File: src/lxc_pkg.sv
// Constants for the low-frequency and external oscillator control block.
// Assumes an 8-bit special-function register bus on the system clock.
package lxc_pkg;
    // Register addresses
    localparam logic [7:0] LXC_ADDR_LFO = 8'h86;
    localparam logic [7:0] LXC_ADDR_XOSC = 8'hb1;
    // Low-frequency control register fields
    localparam int LXC_LFO_EN_BIT = 7;
    localparam int LXC_LFO_RDY_BIT = 6;
    localparam int LXC_LFO_FT_LSB = 2;
    localparam int LXC_LFO_FT_MSB = 5;
    localparam int LXC_LFO_DIV_LSB = 0;
    localparam int LXC_LFO_DIV_MSB = 1;
    // External control register fields
    localparam int LXC_XOSC_VLD_BIT = 7;
    localparam int LXC_XOSC_MODE_LSB = 4;
    localparam int LXC_XOSC_MODE_MSB = 6;
    localparam int LXC_XOSC_FREQ_LSB = 0;
    localparam int LXC_XOSC_FREQ_MSB = 2;
    // Reset values
    localparam logic [3:0] LXC_FT_RESET = 4'h8;
    localparam logic [1:0] LXC_DIV_RESET = 2'h0;
    localparam logic [2:0] LXC_MODE_RESET = 3'h0;
    localparam logic [2:0] LXC_FREQ_RESET = 3'h0;
    localparam logic [7:0] LXC_RDATA_RESET = 8'h00;
    // Divider select codes
    localparam logic [1:0] LXC_DIV8 = 2'h0;
    localparam logic [1:0] LXC_DIV4 = 2'h1;
    localparam logic [1:0] LXC_DIV2 = 2'h2;
    localparam logic [1:0] LXC_DIV1 = 2'h3;
    // Oscillator rising edges per half period of the divided output, less one
    localparam logic [1:0] LXC_HALF8_LAST = 2'h3;
    localparam logic [1:0] LXC_HALF4_LAST = 2'h1;
    localparam logic [1:0] LXC_HALF2_LAST = 2'h0;
    // External mode codes
    localparam logic [2:0] LXC_MODE_OFF0 = 3'h0;
    localparam logic [2:0] LXC_MODE_OFF1 = 3'h1;
    localparam logic [2:0] LXC_MODE_CMOS = 3'h2;
    localparam logic [2:0] LXC_MODE_CMOS_DIV2 = 3'h3;
    localparam logic [2:0] LXC_MODE_RC_DIV2 = 3'h4;
    localparam logic [2:0] LXC_MODE_CAP_DIV2 = 3'h5;
    localparam logic [2:0] LXC_MODE_XTAL = 3'h6;
    localparam logic [2:0] LXC_MODE_XTAL_DIV2 = 3'h7;
    localparam int LXC_NUM_TIMERS = 2;
    localparam int LXC_TIMER_W = 16;
endpackage : lxc_pkg

File: src/lxc_lfo_if.sv
// Signals between the control top and the low-frequency divider.
// Both ends run on the same system clock.
`timescale 1ns/10ps
`default_nettype none
interface lxc_lfo_if;
    logic enable;
    logic [1:0] div_sel;
    logic osc_sync;
    logic div_clk;
    logic rise;
    logic fall;
    modport ctrl (output enable, output div_sel, output osc_sync,
                  input div_clk, input rise, input fall);
    modport div (input enable, input div_sel, input osc_sync,
                 output div_clk, output rise, output fall);
endinterface : lxc_lfo_if
`default_nettype wire

File: src/lxc_lfo_div.sv
// Divider for the synchronised low-frequency oscillator, with edge pulses.
// Assumes osc_sync is already synchronised to clk and far slower than clk.
`timescale 1ns/10ps
`default_nettype none
module lxc_lfo_div (
    input wire logic clk,
    input wire logic rst_n,
    lxc_lfo_if.div lfo
);
    logic [1:0] cnt_q, cnt_d;
    logic out_q, out_d;
    logic prev_q, prev_d;
    logic rise_d;
    logic fall_d;
    logic [1:0] last;
    logic osc_edge;

    always_comb begin
        case (lfo.div_sel) // RULE4
            lxc_pkg::LXC_DIV8: last = lxc_pkg::LXC_HALF8_LAST;
            lxc_pkg::LXC_DIV4: last = lxc_pkg::LXC_HALF4_LAST;
            default: last = lxc_pkg::LXC_HALF2_LAST;
        endcase
        osc_edge = lfo.osc_sync & ~prev_q;
        prev_d = lfo.osc_sync;
        cnt_d = cnt_q;
        out_d = out_q;
        if (!lfo.enable) begin
            // Idle low and restart the count so re-enable begins cleanly
            cnt_d = 2'h0; // RULE15
            out_d = 1'b0; // RULE15
        end else if (lfo.div_sel == lxc_pkg::LXC_DIV1) begin
            cnt_d = 2'h0;
            out_d = lfo.osc_sync; // RULE4
        end else if (osc_edge) begin
            if (cnt_q >= last) begin
                cnt_d = 2'h0;
                out_d = ~out_q; // RULE4
            end else begin
                cnt_d = cnt_q + 2'h1;
            end
        end
        rise_d = out_d & ~out_q;
        fall_d = ~out_d & out_q;
    end

    always_ff @(posedge clk or negedge rst_n) begin
        if (!rst_n) begin
            cnt_q <= 2'h0;
            out_q <= 1'b0;
            prev_q <= 1'b0;
        end else begin
            cnt_q <= cnt_d;
            out_q <= out_d;
            prev_q <= prev_d;
        end
    end

    assign lfo.div_clk = out_q;
    // Edge pulses leave with the next output level, so a registered
    // capture upstream lands in the cycle the divided clock shows the edge
    assign lfo.rise = rise_d;
    assign lfo.fall = fall_d;

    a_div_idle_low: assert property (@(posedge clk) // RULE15
        disable iff (!rst_n)
        !lfo.enable |=> !out_q)
        else $error("divided clock active while disabled");
    a_div1_follow: assert property (@(posedge clk) // RULE4
        disable iff (!rst_n)
        (lfo.enable && lfo.div_sel == lxc_pkg::LXC_DIV1) |=>
        out_q == $past(lfo.osc_sync))
        else $error("divide by one does not follow oscillator");
    a_div8_hold: assert property (@(posedge clk) // RULE4
        disable iff (!rst_n)
        (lfo.enable && lfo.div_sel == lxc_pkg::LXC_DIV8 && osc_edge &&
         cnt_q == 2'h0) |=> $stable(out_q) && cnt_q == 2'h1)
        else $error("divide by eight toggled too early");
endmodule : lxc_lfo_div
`default_nettype wire

File: src/lxc_top.sv
// Low-frequency oscillator and external oscillator control registers.
// Assumes an 8-bit register port on clk; analog status inputs are async.
// Overview of operation
// (RULE1) Oscillator enable output follows bit 7 of the low-frequency register.
// (RULE2) Bit 6 reads one once the oscillator frequency has stabilised.
// (RULE3) Ready clears only on reset or a change of the divider field.
// (RULE4) Divider field 00,01,10,11 divides the oscillator by 8,4,2,1.
// (RULE5) Bits 5:2 hold fine tune; 0000 fastest, 1111 slowest.
// (RULE6) Firmware should change fine tune only while the oscillator is off.
// (RULE7) Capture on falling output edge for timer 2, rising for timer 3.
// (RULE8) A capture copies the timer count into its reload bytes.
// (RULE9) Software derives period from two captures and adjusts fine tune.
// (RULE10) External bit 7 reads one when the oscillator runs and is stable.
// (RULE11) Both CMOS clock modes always read the valid flag as zero.
// (RULE12) Mode 00x is off, 010 CMOS clock, 011 CMOS clock divided by 2.
// (RULE13) Modes 100 RC/2, 101 capacitor/2, 110 crystal, 111 crystal/2.
// (RULE14) Bits 2:0 of the external register hold the frequency control.
// (RULE15) Divided output idles low while disabled and resumes on re-enable.
`timescale 1ns/10ps
`default_nettype none
module lxc_top #(
    parameter logic [3:0] FT_RESET = lxc_pkg::LXC_FT_RESET
) (
    input wire logic clk,
    input wire logic rst_n,
    input wire logic [7:0] sfr_addr,
    input wire logic [7:0] sfr_wdata,
    input wire logic sfr_wr,
    input wire logic sfr_rd,
    output logic [7:0] sfr_rdata,
    input wire logic lfo_osc_in,
    input wire logic lfo_stable_in,
    input wire logic xosc_stable_in,
    output logic lfo_enable,
    output logic [3:0] lfo_fine_tune,
    output logic lfo_divided_clk,
    output logic [2:0] xosc_mode,
    output logic [2:0] xosc_freq_ctl,
    input wire logic [1:0] timer_capture_mode,
    input wire logic [31:0] timer_count,
    output logic [1:0] timer_capture,
    output logic [31:0] timer_reload
);
    lxc_lfo_if lfo ();

    logic [2:0] sync1_q, sync2_q;
    logic en_q, en_d;
    logic rdy_q, rdy_d;
    logic [3:0] ft_q, ft_d;
    logic [1:0] div_q, div_d;
    logic [2:0] mode_q, mode_d;
    logic [2:0] freq_q, freq_d;
    logic vld_q, vld_d;
    logic [7:0] rdata_q, rdata_d;
    logic [1:0] cap_q, cap_d;
    logic [31:0] rel_q, rel_d;
    logic wr_lfo, wr_xosc;
    logic [1:0] new_div;
    logic [1:0] cap_edge;

    // Analog outputs are asynchronous to clk
    always_ff @(posedge clk or negedge rst_n) begin
        if (!rst_n) begin
            sync1_q <= 3'h0;
            sync2_q <= 3'h0;
        end else begin
            sync1_q <= {xosc_stable_in, lfo_stable_in, lfo_osc_in};
            sync2_q <= sync1_q;
        end
    end

    assign lfo.enable = en_q;
    assign lfo.div_sel = div_q;
    assign lfo.osc_sync = sync2_q[0];

    lxc_lfo_div u_div (
        .clk(clk),
        .rst_n(rst_n),
        .lfo(lfo)
    );

    always_comb begin
        wr_lfo = sfr_wr && sfr_addr == lxc_pkg::LXC_ADDR_LFO;
        wr_xosc = sfr_wr && sfr_addr == lxc_pkg::LXC_ADDR_XOSC;
        new_div = sfr_wdata[lxc_pkg::LXC_LFO_DIV_MSB:lxc_pkg::LXC_LFO_DIV_LSB];
        en_d = en_q;
        ft_d = ft_q;
        div_d = div_q;
        mode_d = mode_q;
        freq_d = freq_q;
        if (wr_lfo) begin
            en_d = sfr_wdata[lxc_pkg::LXC_LFO_EN_BIT]; // RULE1
            ft_d = sfr_wdata[lxc_pkg::LXC_LFO_FT_MSB:lxc_pkg::LXC_LFO_FT_LSB]; // RULE5
            div_d = new_div; // RULE4
        end
        if (wr_xosc) begin
            mode_d = sfr_wdata[lxc_pkg::LXC_XOSC_MODE_MSB:
                               lxc_pkg::LXC_XOSC_MODE_LSB]; // RULE12
            freq_d = sfr_wdata[lxc_pkg::LXC_XOSC_FREQ_MSB:
                               lxc_pkg::LXC_XOSC_FREQ_LSB]; // RULE14
        end
        // A divider change restarts stabilisation, so the clear wins
        if (wr_lfo && new_div != div_q)
            rdy_d = 1'b0; // RULE3
        else
            rdy_d = rdy_q | (en_q & sync2_q[1]); // RULE2
        case (mode_q)
            lxc_pkg::LXC_MODE_RC_DIV2, lxc_pkg::LXC_MODE_CAP_DIV2,
            lxc_pkg::LXC_MODE_XTAL, lxc_pkg::LXC_MODE_XTAL_DIV2:
                vld_d = sync2_q[2]; // RULE13 RULE10
            default: vld_d = 1'b0; // RULE11 RULE12
        endcase
        rdata_d = rdata_q;
        if (sfr_rd) begin
            if (sfr_addr == lxc_pkg::LXC_ADDR_LFO)
                rdata_d = {en_q, rdy_q, ft_q, div_q}; // RULE2
            else if (sfr_addr == lxc_pkg::LXC_ADDR_XOSC)
                rdata_d = {vld_q, mode_q, 1'b0, freq_q}; // RULE10
            else
                rdata_d = lxc_pkg::LXC_RDATA_RESET;
        end
    end

    // Timer 2 takes falling edges, timer 3 rising edges
    // Pulses come from the divider's next state, so capture meets its edge
    assign cap_edge = {lfo.rise, lfo.fall}; // RULE7

    genvar gi;
    generate
        for (gi = 0; gi < lxc_pkg::LXC_NUM_TIMERS; gi++) begin : g_cap
            always_comb begin
                cap_d[gi] = timer_capture_mode[gi] & cap_edge[gi]; // RULE7
                rel_d[gi*lxc_pkg::LXC_TIMER_W +: lxc_pkg::LXC_TIMER_W] =
                    cap_d[gi] ?
                    timer_count[gi*lxc_pkg::LXC_TIMER_W +:
                                lxc_pkg::LXC_TIMER_W] :
                    rel_q[gi*lxc_pkg::LXC_TIMER_W +:
                          lxc_pkg::LXC_TIMER_W]; // RULE8
            end
        end
    endgenerate

    always_ff @(posedge clk or negedge rst_n) begin
        if (!rst_n) begin
            en_q <= 1'b0;
            rdy_q <= 1'b0;
            ft_q <= FT_RESET;
            div_q <= lxc_pkg::LXC_DIV_RESET;
            mode_q <= lxc_pkg::LXC_MODE_RESET;
            freq_q <= lxc_pkg::LXC_FREQ_RESET;
            vld_q <= 1'b0;
            rdata_q <= lxc_pkg::LXC_RDATA_RESET;
            cap_q <= 2'h0;
            rel_q <= 32'h0;
        end else begin
            en_q <= en_d;
            rdy_q <= rdy_d;
            ft_q <= ft_d;
            div_q <= div_d;
            mode_q <= mode_d;
            freq_q <= freq_d;
            vld_q <= vld_d;
            rdata_q <= rdata_d;
            cap_q <= cap_d;
            rel_q <= rel_d;
        end
    end

    assign sfr_rdata = rdata_q;
    assign lfo_enable = en_q;
    assign lfo_fine_tune = ft_q;
    assign lfo_divided_clk = lfo.div_clk;
    assign xosc_mode = mode_q;
    assign xosc_freq_ctl = freq_q;
    assign timer_capture = cap_q;
    assign timer_reload = rel_q;

    a_enable_write: assert property (@(posedge clk) // RULE1
        disable iff (!rst_n)
        wr_lfo |=> lfo_enable == $past(sfr_wdata[lxc_pkg::LXC_LFO_EN_BIT]))
        else $error("enable did not take written bit");
    a_ready_div_clear: assert property (@(posedge clk) // RULE3
        disable iff (!rst_n)
        (wr_lfo && new_div != div_q) |=> !rdy_q)
        else $error("ready not cleared by divider change");
    a_ready_sticky: assert property (@(posedge clk) // RULE3
        disable iff (!rst_n)
        (rdy_q && !(wr_lfo && new_div != div_q)) |=> rdy_q)
        else $error("ready cleared without cause");
    a_ready_sets: assert property (@(posedge clk) // RULE2
        disable iff (!rst_n)
        (en_q && sync2_q[1] && !wr_lfo) |=> rdy_q)
        else $error("ready not set when stable");
    a_cmos_valid_zero: assert property (@(posedge clk) // RULE11
        disable iff (!rst_n)
        (mode_q == lxc_pkg::LXC_MODE_CMOS ||
         mode_q == lxc_pkg::LXC_MODE_CMOS_DIV2) |=> !vld_q)
        else $error("valid flag set in CMOS mode");
    a_off_valid_zero: assert property (@(posedge clk) // RULE12
        disable iff (!rst_n)
        (mode_q == lxc_pkg::LXC_MODE_OFF0 ||
         mode_q == lxc_pkg::LXC_MODE_OFF1) |=> !vld_q)
        else $error("valid flag set while off");
    a_valid_follows: assert property (@(posedge clk) // RULE10
        disable iff (!rst_n)
        (mode_q >= lxc_pkg::LXC_MODE_RC_DIV2) |=>
        vld_q == $past(sync2_q[2]))
        else $error("valid flag does not follow oscillator status");
    a_t2_fall_capture: assert property (@(posedge clk) // RULE7
        disable iff (!rst_n)
        timer_capture[0] |-> $fell(lfo_divided_clk))
        else $error("timer 2 captured off a falling edge");
    a_t3_rise_capture: assert property (@(posedge clk) // RULE7
        disable iff (!rst_n)
        timer_capture[1] |-> $rose(lfo_divided_clk))
        else $error("timer 3 captured off a rising edge");
    a_capture_copy: assert property (@(posedge clk) // RULE8
        disable iff (!rst_n)
        (timer_capture_mode[1] && lfo.rise) |=>
        timer_capture[1] && timer_reload[31:16] == $past(timer_count[31:16]))
        else $error("timer 3 capture did not copy count");
    a_reload_hold: assert property (@(posedge clk) // RULE8
        disable iff (!rst_n)
        (timer_capture == 2'h0) |-> $stable(timer_reload))
        else $error("reload changed without a capture");
    a_lfo_readback: assert property (@(posedge clk) // RULE5
        disable iff (!rst_n)
        (sfr_rd && sfr_addr == lxc_pkg::LXC_ADDR_LFO) |=>
        sfr_rdata[lxc_pkg::LXC_LFO_FT_MSB:lxc_pkg::LXC_LFO_FT_LSB] ==
        $past(lfo_fine_tune))
        else $error("fine tune readback wrong");
endmodule : lxc_top
`default_nettype wire

File: config.mk
export PLATFORM = sky130hd
export DESIGN_NAME = lxc_top
export DESIGN_NICKNAME = d
export VERILOG_FILES = /design/src/lxc_pkg.sv /design/src/lxc_lfo_if.sv /design/src/lxc_lfo_div.sv /design/src/lxc_top.sv
export SDC_FILE = /design/constraint.sdc
export NUM_CORES = 1
export LEC_CHECK = 0
export ABC_AREA = 1
export BUFFER_PORTS_ARGS = -buffer_cell sky130_fd_sc_hd__buf_4
export CORE_ASPECT_RATIO = 0.8
export CORE_MARGIN = 8
export CORE_UTILIZATION = 35
export DETAILED_ROUTE_END_ITERATION = 10
export GPL_TIMING_DRIVEN = 0
export PLACE_DENSITY = 0.59
export SETUP_SLACK_MARGIN = 0.5
export SLEW_MARGIN = 20
export SYNTH_ARGS = -nofsm -noshare
export SYNTH_HDL_FRONTEND = slang
export SYNTH_SLANG_ARGS = --single-unit
File: constraint.sdc
create_clock -name clk -period 2.5 [get_ports clk]
set_input_delay 0.375 -clock clk [delete_from_list [all_inputs] [get_ports clk]]
set_output_delay 0.375 -clock clk [all_outputs]
set_load 0.05 [all_outputs]
==> results.py, run 1 <==
metrics = {
    "status": {
        "run_status": "completed",
    },
    "synthesis": {
        "ys_ff_latch": 67,
        "synth_fp_nets": 377,
        "yosys_warnings": 0,
        "avgSynthCellArea_um2": 9.12,
        "synth_area_leader_cell": "dfrtp_1",
        "synth_cell_type_count": 28,
        "synth_area_um2": 2900,
        "synth_top_area_share_pct": 56.9,
        "netlist_top_cells_area": "dfrtp_1 57%, nand2_1 17%, nand3_1 6.6%, nand4_1 3.4%, inv_1 2.3%",
        "synth-seq-area-share_pct": 57.8,
        "synth_cells": 318,
    },
    "clock_tree": {
        "clk_latency_ps": 340,
        "cts.sinks": 67,
        "path_clk_slew_ps": 80,
        "cts_buffers": 9,
        "cts_hold_buf": 0,
        "cts_max_level": 3,
        "cts_tree": "built",
        "cts_buffer_depth": 2,
        "cts_root_buf": "clkbuf_8",
    },
    "setup_path": {
        "crit_type": "reg2reg",
        "reg2reg_slack_ps": 640,
        "cp_top_family": "simple AND/OR/NAND/NOR gates",
        "path_depth": 12,
        "crit_path_max_incr_delay_ps": 420,
        "cp.arrival_ps": 2100,
        "cp-start-kind": "flop",
        "path_buf_inv": 2,
        "r2r_start": "div_q[1]$_DFFE_PN0P_",
        "crit_slowest_cell": "dfrtp_2",
        "endpoint_kind": "flop",
        "worstPathMaxFanout": 10,
        "worstPathRequired_ps": 2740,
        "worstPathCellList": "inv_2 > nand2_1 > ha_1 > nand2_1 > nand3_2 > nand3_1 > nand3_4 > nand2_4 > nand2_4 > buf_6 > nand2_1 > nand2_1",
        "r2r_end": "timer_reload[12]$_DFFE_PN0P_",
        "crit_top_cell": "nand2_1",
        "worstRegToRegCells": 12,
    },
    "timing": {
        "min_period_over_period_pct": 74.5,
        "setup_viol": 0,
        "min_period_ps": 1860,
        "skew_ps": 10.3,
        "holdWs_ps": 125,
        "hold_violations": 0,
        "slew_headroom_pct": 44.5,
        "tightestPinTransition_ps": 833,
        "drv_slew": 0,
        "tns_ps": 0,
        "fmax_ghz": 0.537,
        "rsz0062_at_grt": "no",
    },
    "global_routing": {
        "grt_pass1_vias": 2426,
        "grt_use_total_pct": 13.5,
        "grt_max_degree": 68,
        "antenna_found_initial": 0,
        "overflow": 0,
        "grt_first_pass_wirelength_um": 12700,
    },
    "detailed_routing": {
        "avgRoutedWirePerCell_um": 14.1,
        "drc": 0,
        "post_drt_via_cell_ratio": 4.60,
        "num_vias": 2560,
        "wl_um": 7840,
        "first_pass_iters": 5,
        "drt_iter0_drc": 171,
        "drtAntennaViolNets": 0,
    },
    "placement": {
        "placed_area_um2": 3850,
        "place.gp.congestion": 0.761,
        "dpl.hpwl_um": 5870,
        "placedCellCount": 534,
        "port_buffers": 108,
    },
    "cells_and_area": {
        "final_common_cell": "nand2_1",
        "area_delta_synth_final_pct": 43.1,
        "fin_cells": 557,
        "drive_gt1_share_pct": 35.0,
        "fin_nets": 503,
        "n_antenna_cell": 0,
        "stdcell_area_um2": 4150,
        "final_cell_mix": "132 x nand2_1, 116 x buf_4, 64 x dfrtp_1, 37 x nand3_1, 17 x inv_1",
    },
    "flow_run": {
        "max-cap-violations": 0,
    },
    "power_and_ir_drop": {
        "power.density_nw_per_um2": 1020,
        "leakage_nw": 2.27,
        "peakVddDrop_v": 0.000620,
    },
    "floorplan": {
        "boundaryPins": 111,
        "die-height_um": 97.4,
        "core_area_um2": 7980,
        "num_rows": 29,
        "dieArea_um2": 11500,
        "die_x_um": 118,
        "initial_core_util_pct": 36.3,
    },
    "worst_hold_path": {
        "hp-class": "in2async",
    },
}
routing by layer:
layer | track usage (%) | part of all wire, %
met1 | 18.1 | 47
met2 | 20.0 | 46
met3 | 5.17 | 6.7
met4 | 3.34 | 0.50
met5 | 0 | 0
timing repair:
action,CTS,global route
setup buffers,4,3
resized for setup,2,5
endpoints found under the setup margin,22,29
pin swaps,2,2
metrics by stage:
stage / total power [mW] / worst slack, ps / utilization [%]
2_1_floorplan: 2.63 / 669 / -
3_3_place_gp: 3.23 / 440 / 48.2
3_5_place_dp: 3.24 / 403 / 48.2
4_1_cts: 4.29 / 512 / 51.6
5_1_grt: 4.46 / 503 / 52.0
6_report: 4.25 / 636 / 52.0
power by group:
| group | switching [mW] | internal (mW) | total, mW |
|---|---|---|---|
| sequential | 0.142 | 1.33 | 1.47 |
| combinational | 1.25 | 0.514 | 1.76 |
| clock | 0.424 | 0.591 | 1.01 |
| total | 1.82 | 2.43 | 4.25 |
cell type report:
| cell class | count | area [µm²] |
|---|---|---|
| flip-flops and latches | 67 | 1680 |
| clock buffers | 10 | 138 |
| repair buffers | 115 | 863 |
| fillers | 774 | 3830 |
| plain buffers | 10 | 66.3 |
| well taps | 108 | 135 |
| inverters | 20 | 75.1 |
| clock inverters | 6 | 87.6 |
| multi-input cells | 221 | 1110 |
state kept, by name, indices dropped and copies added (netlist names), 3 cells and up:
register	flops
sfr_rdata	8
lfo_fine_tune	4
xosc_freq_ctl	3
sync2_q	3
timer_reload	32
sync1_q	3
xosc_mode	3
Yosys cell counts:
cell,instances
a21boi_0,1
a21oi_1,3
buf_1,1
buf_2,2
buf_4,2
buf_6,2
clkbuf_1,3
clkinv_1,1
dfrtp_1,66
dfstp_2,1
ha_1,2
inv_1,18
inv_2,1
nand2_1,132
nand2_4,3
nand3_1,38
nand3_2,2
nand4_1,16
nor2_1,5
nor2_4,2
nor3_4,1
nor4_4,2
o21ai_0,7
o21ai_2,2
o21ai_4,1
o22ai_1,1
or2_2,1
xnor2_1,2
logic make-up after synthesis:
group	after synthesis	synth area share, %
fa+ha+maj	2	0.862
buf+inv	30	4.74
simple gates	202	32.6
xor+xnor	2	0.604
flops	67	57.8
compound gates	15	3.36
worst max path at each step:
stage / startpoint / slack [ps] / to
final: div_q[1]$_DFFE_PN0P_ / 640 / timer_reload[12]$_DFFE_PN0P_
after global routing: div_q[1]$_DFFE_PN0P_ / 500 / timer_reload[12]$_DFFE_PN0P_
after CTS: div_q[1]$_DFFE_PN0P_ / 510 / timer_reload[12]$_DFFE_PN0P_
after detailed placement: div_q[1]$_DFFE_PN0P_ / 400 / timer_reload[12]$_DFFE_PN0P_
after global placement: div_q[1]$_DFFE_PN0P_ / 440 / timer_reload[11]$_DFFE_PN0P_
after floorplan: div_q[1]$_DFFE_PN0P_ / 670 / timer_reload[10]$_DFFE_PN0P_
No activity file was read; power rests on OpenSTA's default activity.
==> run 2: changes to the inputs <==
PLACE_DENSITY = 0.62   (was 0.59)
clock period = 1.6 ns   (was 2.5 ns; I/O delays follow)
==> run 2 against run 1 <==
The flow now finishes with violations (hold timing, setup timing). Die area unchanged. Count of clock-buffer cells in the layout is 1 higher. Cell count grew 10%. Flip-flop and latch count is the same. First-iteration DRC count decreased by 30%. Clock skew fell by 4.0 ps.
==> results.py, run 2 (synthesis results as in run 1) <==
metrics = {
    "status": {
        "run_status": "finished, violations left",
        "violations": "hold timing, setup timing",
    },
    "detailed_routing": {
        "first_pass_iters": 4,
        "met3WireLength_um": 580,
        "drtAntennaViolNets": 0,
        "drt_iter0_drc": 119,
        "drc": 0,
        "top_layer": "met4",
        "post_drt_via_cell_ratio": 4.67,
        "avgRoutedWirePerCell_um": 14.4,
        "num_vias": 2865,
        "wl_um": 8820,
        "wl_met2_um": 4210,
        "wl_met1_um": 3920,
    },
    "floorplan": {
        "initial_core_util_pct": 36.3,
        "die_x_um": 118,
        "die-height_um": 97.4,
        "dieArea_um2": 11500,
        "core_area_um2": 7980,
        "num_rows": 29,
        "boundaryPins": 111,
    },
    "placement": {
        "place.gp.congestion": 0.811,
        "port_buffers": 108,
        "dpl.hpwl_um": 5850,
    },
    "clock_tree": {
        "cts_tree": "built",
        "cts_root_buf": "clkbuf_8",
        "cts_buffer_depth": 2,
        "cts_buffers": 9,
        "path_clk_slew_ps": 70,
        "cts.sinks": 67,
        "clk_latency_ps": 330,
        "cts_max_level": 3,
    },
    "timing": {
        "skew_ps": 6.24,
        "min_period_over_period_pct": 112,
        "fin_ws_ps": -193,
        "holdWs_ps": -1.49,
        "hold_violations": 1,
        "fmax_ghz": 0.558,
        "drv_slew": 0,
        "rsz0062_at_grt": "yes",
        "slew_headroom_pct": 42.2,
        "tightestPinTransition_ps": 867,
        "setup_viol": 35,
        "min_period_ps": 1790,
    },
    "global_routing": {
        "grt_pass1_vias": 2771,
        "grt_first_pass_wirelength_um": 14100,
        "antenna_found_initial": 0,
        "grt_use_total_pct": 15.1,
        "overflow": 0,
        "grt_max_degree": 68,
    },
    "cells_and_area": {
        "fin_nets": 561,
        "final_common_cell": "nand2_1",
        "drive_gt1_share_pct": 47.5,
        "area_delta_synth_final_pct": 70.1,
        "final_util_pct": 61.8,
        "largest_register_ffs": 32,
        "final_cell_mix": "110 x nand2_1, 105 x buf_4, 64 x buf_6, 64 x dfrtp_1, 36 x nand3_1",
        "n_antenna_cell": 0,
        "nFillCells": 688,
    },
    "setup_path": {
        "r2r_start": "div_q[0]$_DFFE_PN0P_",
        "reg2reg_slack_ps": -190,
        "worstRegToRegCells": 13,
        "cp.arrival_ps": 2020,
        "worstPathMaxFanout": 5,
        "cp-start-kind": "flop",
        "r2r_end": "timer_reload[10]$_DFFE_PN0P_",
        "endpoint_kind": "flop",
        "worstPathRequired_ps": 1830,
        "crit_type": "reg2reg",
    },
    "power_and_ir_drop": {
        "peakVddDrop_v": 0.00102,
        "power.density_nw_per_um2": 1450,
        "leakage_nw": 2.61,
        "total_power_mw": 7.17,
    },
    "worst_hold_path": {
        "hp-class": "in2async",
    },
    "flow_run": {
        "max-cap-violations": 0,
    },
}
-- run 2: cell types whose count changed in the layout (fill, tap and decap cells not counted), moves of 4 or more --
| cell | delta |
|---|---|
| buf_6 | +61 |
| nand2_2 | +20 |
| buf_8 | +4 |
| buf_4 | -11 |
| nand2_1 | -22 |
-- run 2: metal layers --
metal  global-route usage, %  vias to the layer above
li1                        -                     1408
met4                    5.01                        0
met1                    19.5                     1358
met2                    22.9                       87
met3                    5.34                       12
met5                       0                        -
-- run 2: critical path, cell delays in order (launching register included) --
cell and delay, ps:
dfrtp_1 400, inv_2 70, nand2_2 60, ha_4 290, nand2_4 50, nand3_4 90
nand2_2 50, nand2_2 80, nand3_4 130, nand2_8 150, nand2_8 70, buf_6 150
nand2_2 50, nand2_1 40
-- run 2: per-stage QoR --
stage               TNS [ps]  cell area, µm²  cells  setup WS [ps]
floorplan              -3300            2940    318           -174
global placement       -8150            3890    534           -345
detailed placement    -10550            3890    534           -425
CTS                    -3890            4650    586           -180
global route           -8880            4940    613           -292
finish                 -5160            4940    613           -193
-- run 2: final cells by class --
class	count	area [µm²]	area share (%)
inverter	20	75.1	1.52
tap	108	135	2.74
sequential	67	1680	34.0
timing repair buffer	172	1550	31.4
multi-input combinational	222	1250	25.4
clock buffer	11	151	3.07
buffer	10	73.8	1.50
clock inverter	3	15.0	0.304
-- run 2: report_power, final --
group | internal (mW) | total, mW | switching [mW] | leakage [nW]
logic | 1.46 | 3.59 | 2.13 | 1.68
clock network | 0.621 | 1.21 | 0.588 | 0.0908
registers | 2.08 | 2.37 | 0.286 | 0.841
total | 4.16 | 7.17 | 3.01 | 2.61
-- run 2: what timing repair did --
item,CTS,global route
resized for setup,75,26
setup endpoints to repair,99,112
hold buffers,3,0
pin swaps,7,13
setup buffers,32,27
cloned,3,0
hold endpoints to repair,3,0
-- run 2: worst max-delay path by stage --
stage / start / slack, ps / endpoint
after global routing: div_q[0]$_DFFE_PN0P_ / -290 / timer_reload[15]$_DFFE_PN0P_
final: div_q[0]$_DFFE_PN0P_ / -190 / timer_reload[10]$_DFFE_PN0P_
after CTS: div_q[0]$_DFFE_PN0P_ / -180 / timer_reload[12]$_DFFE_PN0P_
after floorplan: div_q[1]$_DFFE_PN0P_ / -170 / timer_reload[10]$_DFFE_PN0P_
after global placement: div_q[1]$_DFFE_PN0P_ / -350 / timer_reload[11]$_DFFE_PN0P_
after detailed placement: div_q[1]$_DFFE_PN0P_ / -430 / timer_reload[9]$_DFFE_PN0P_
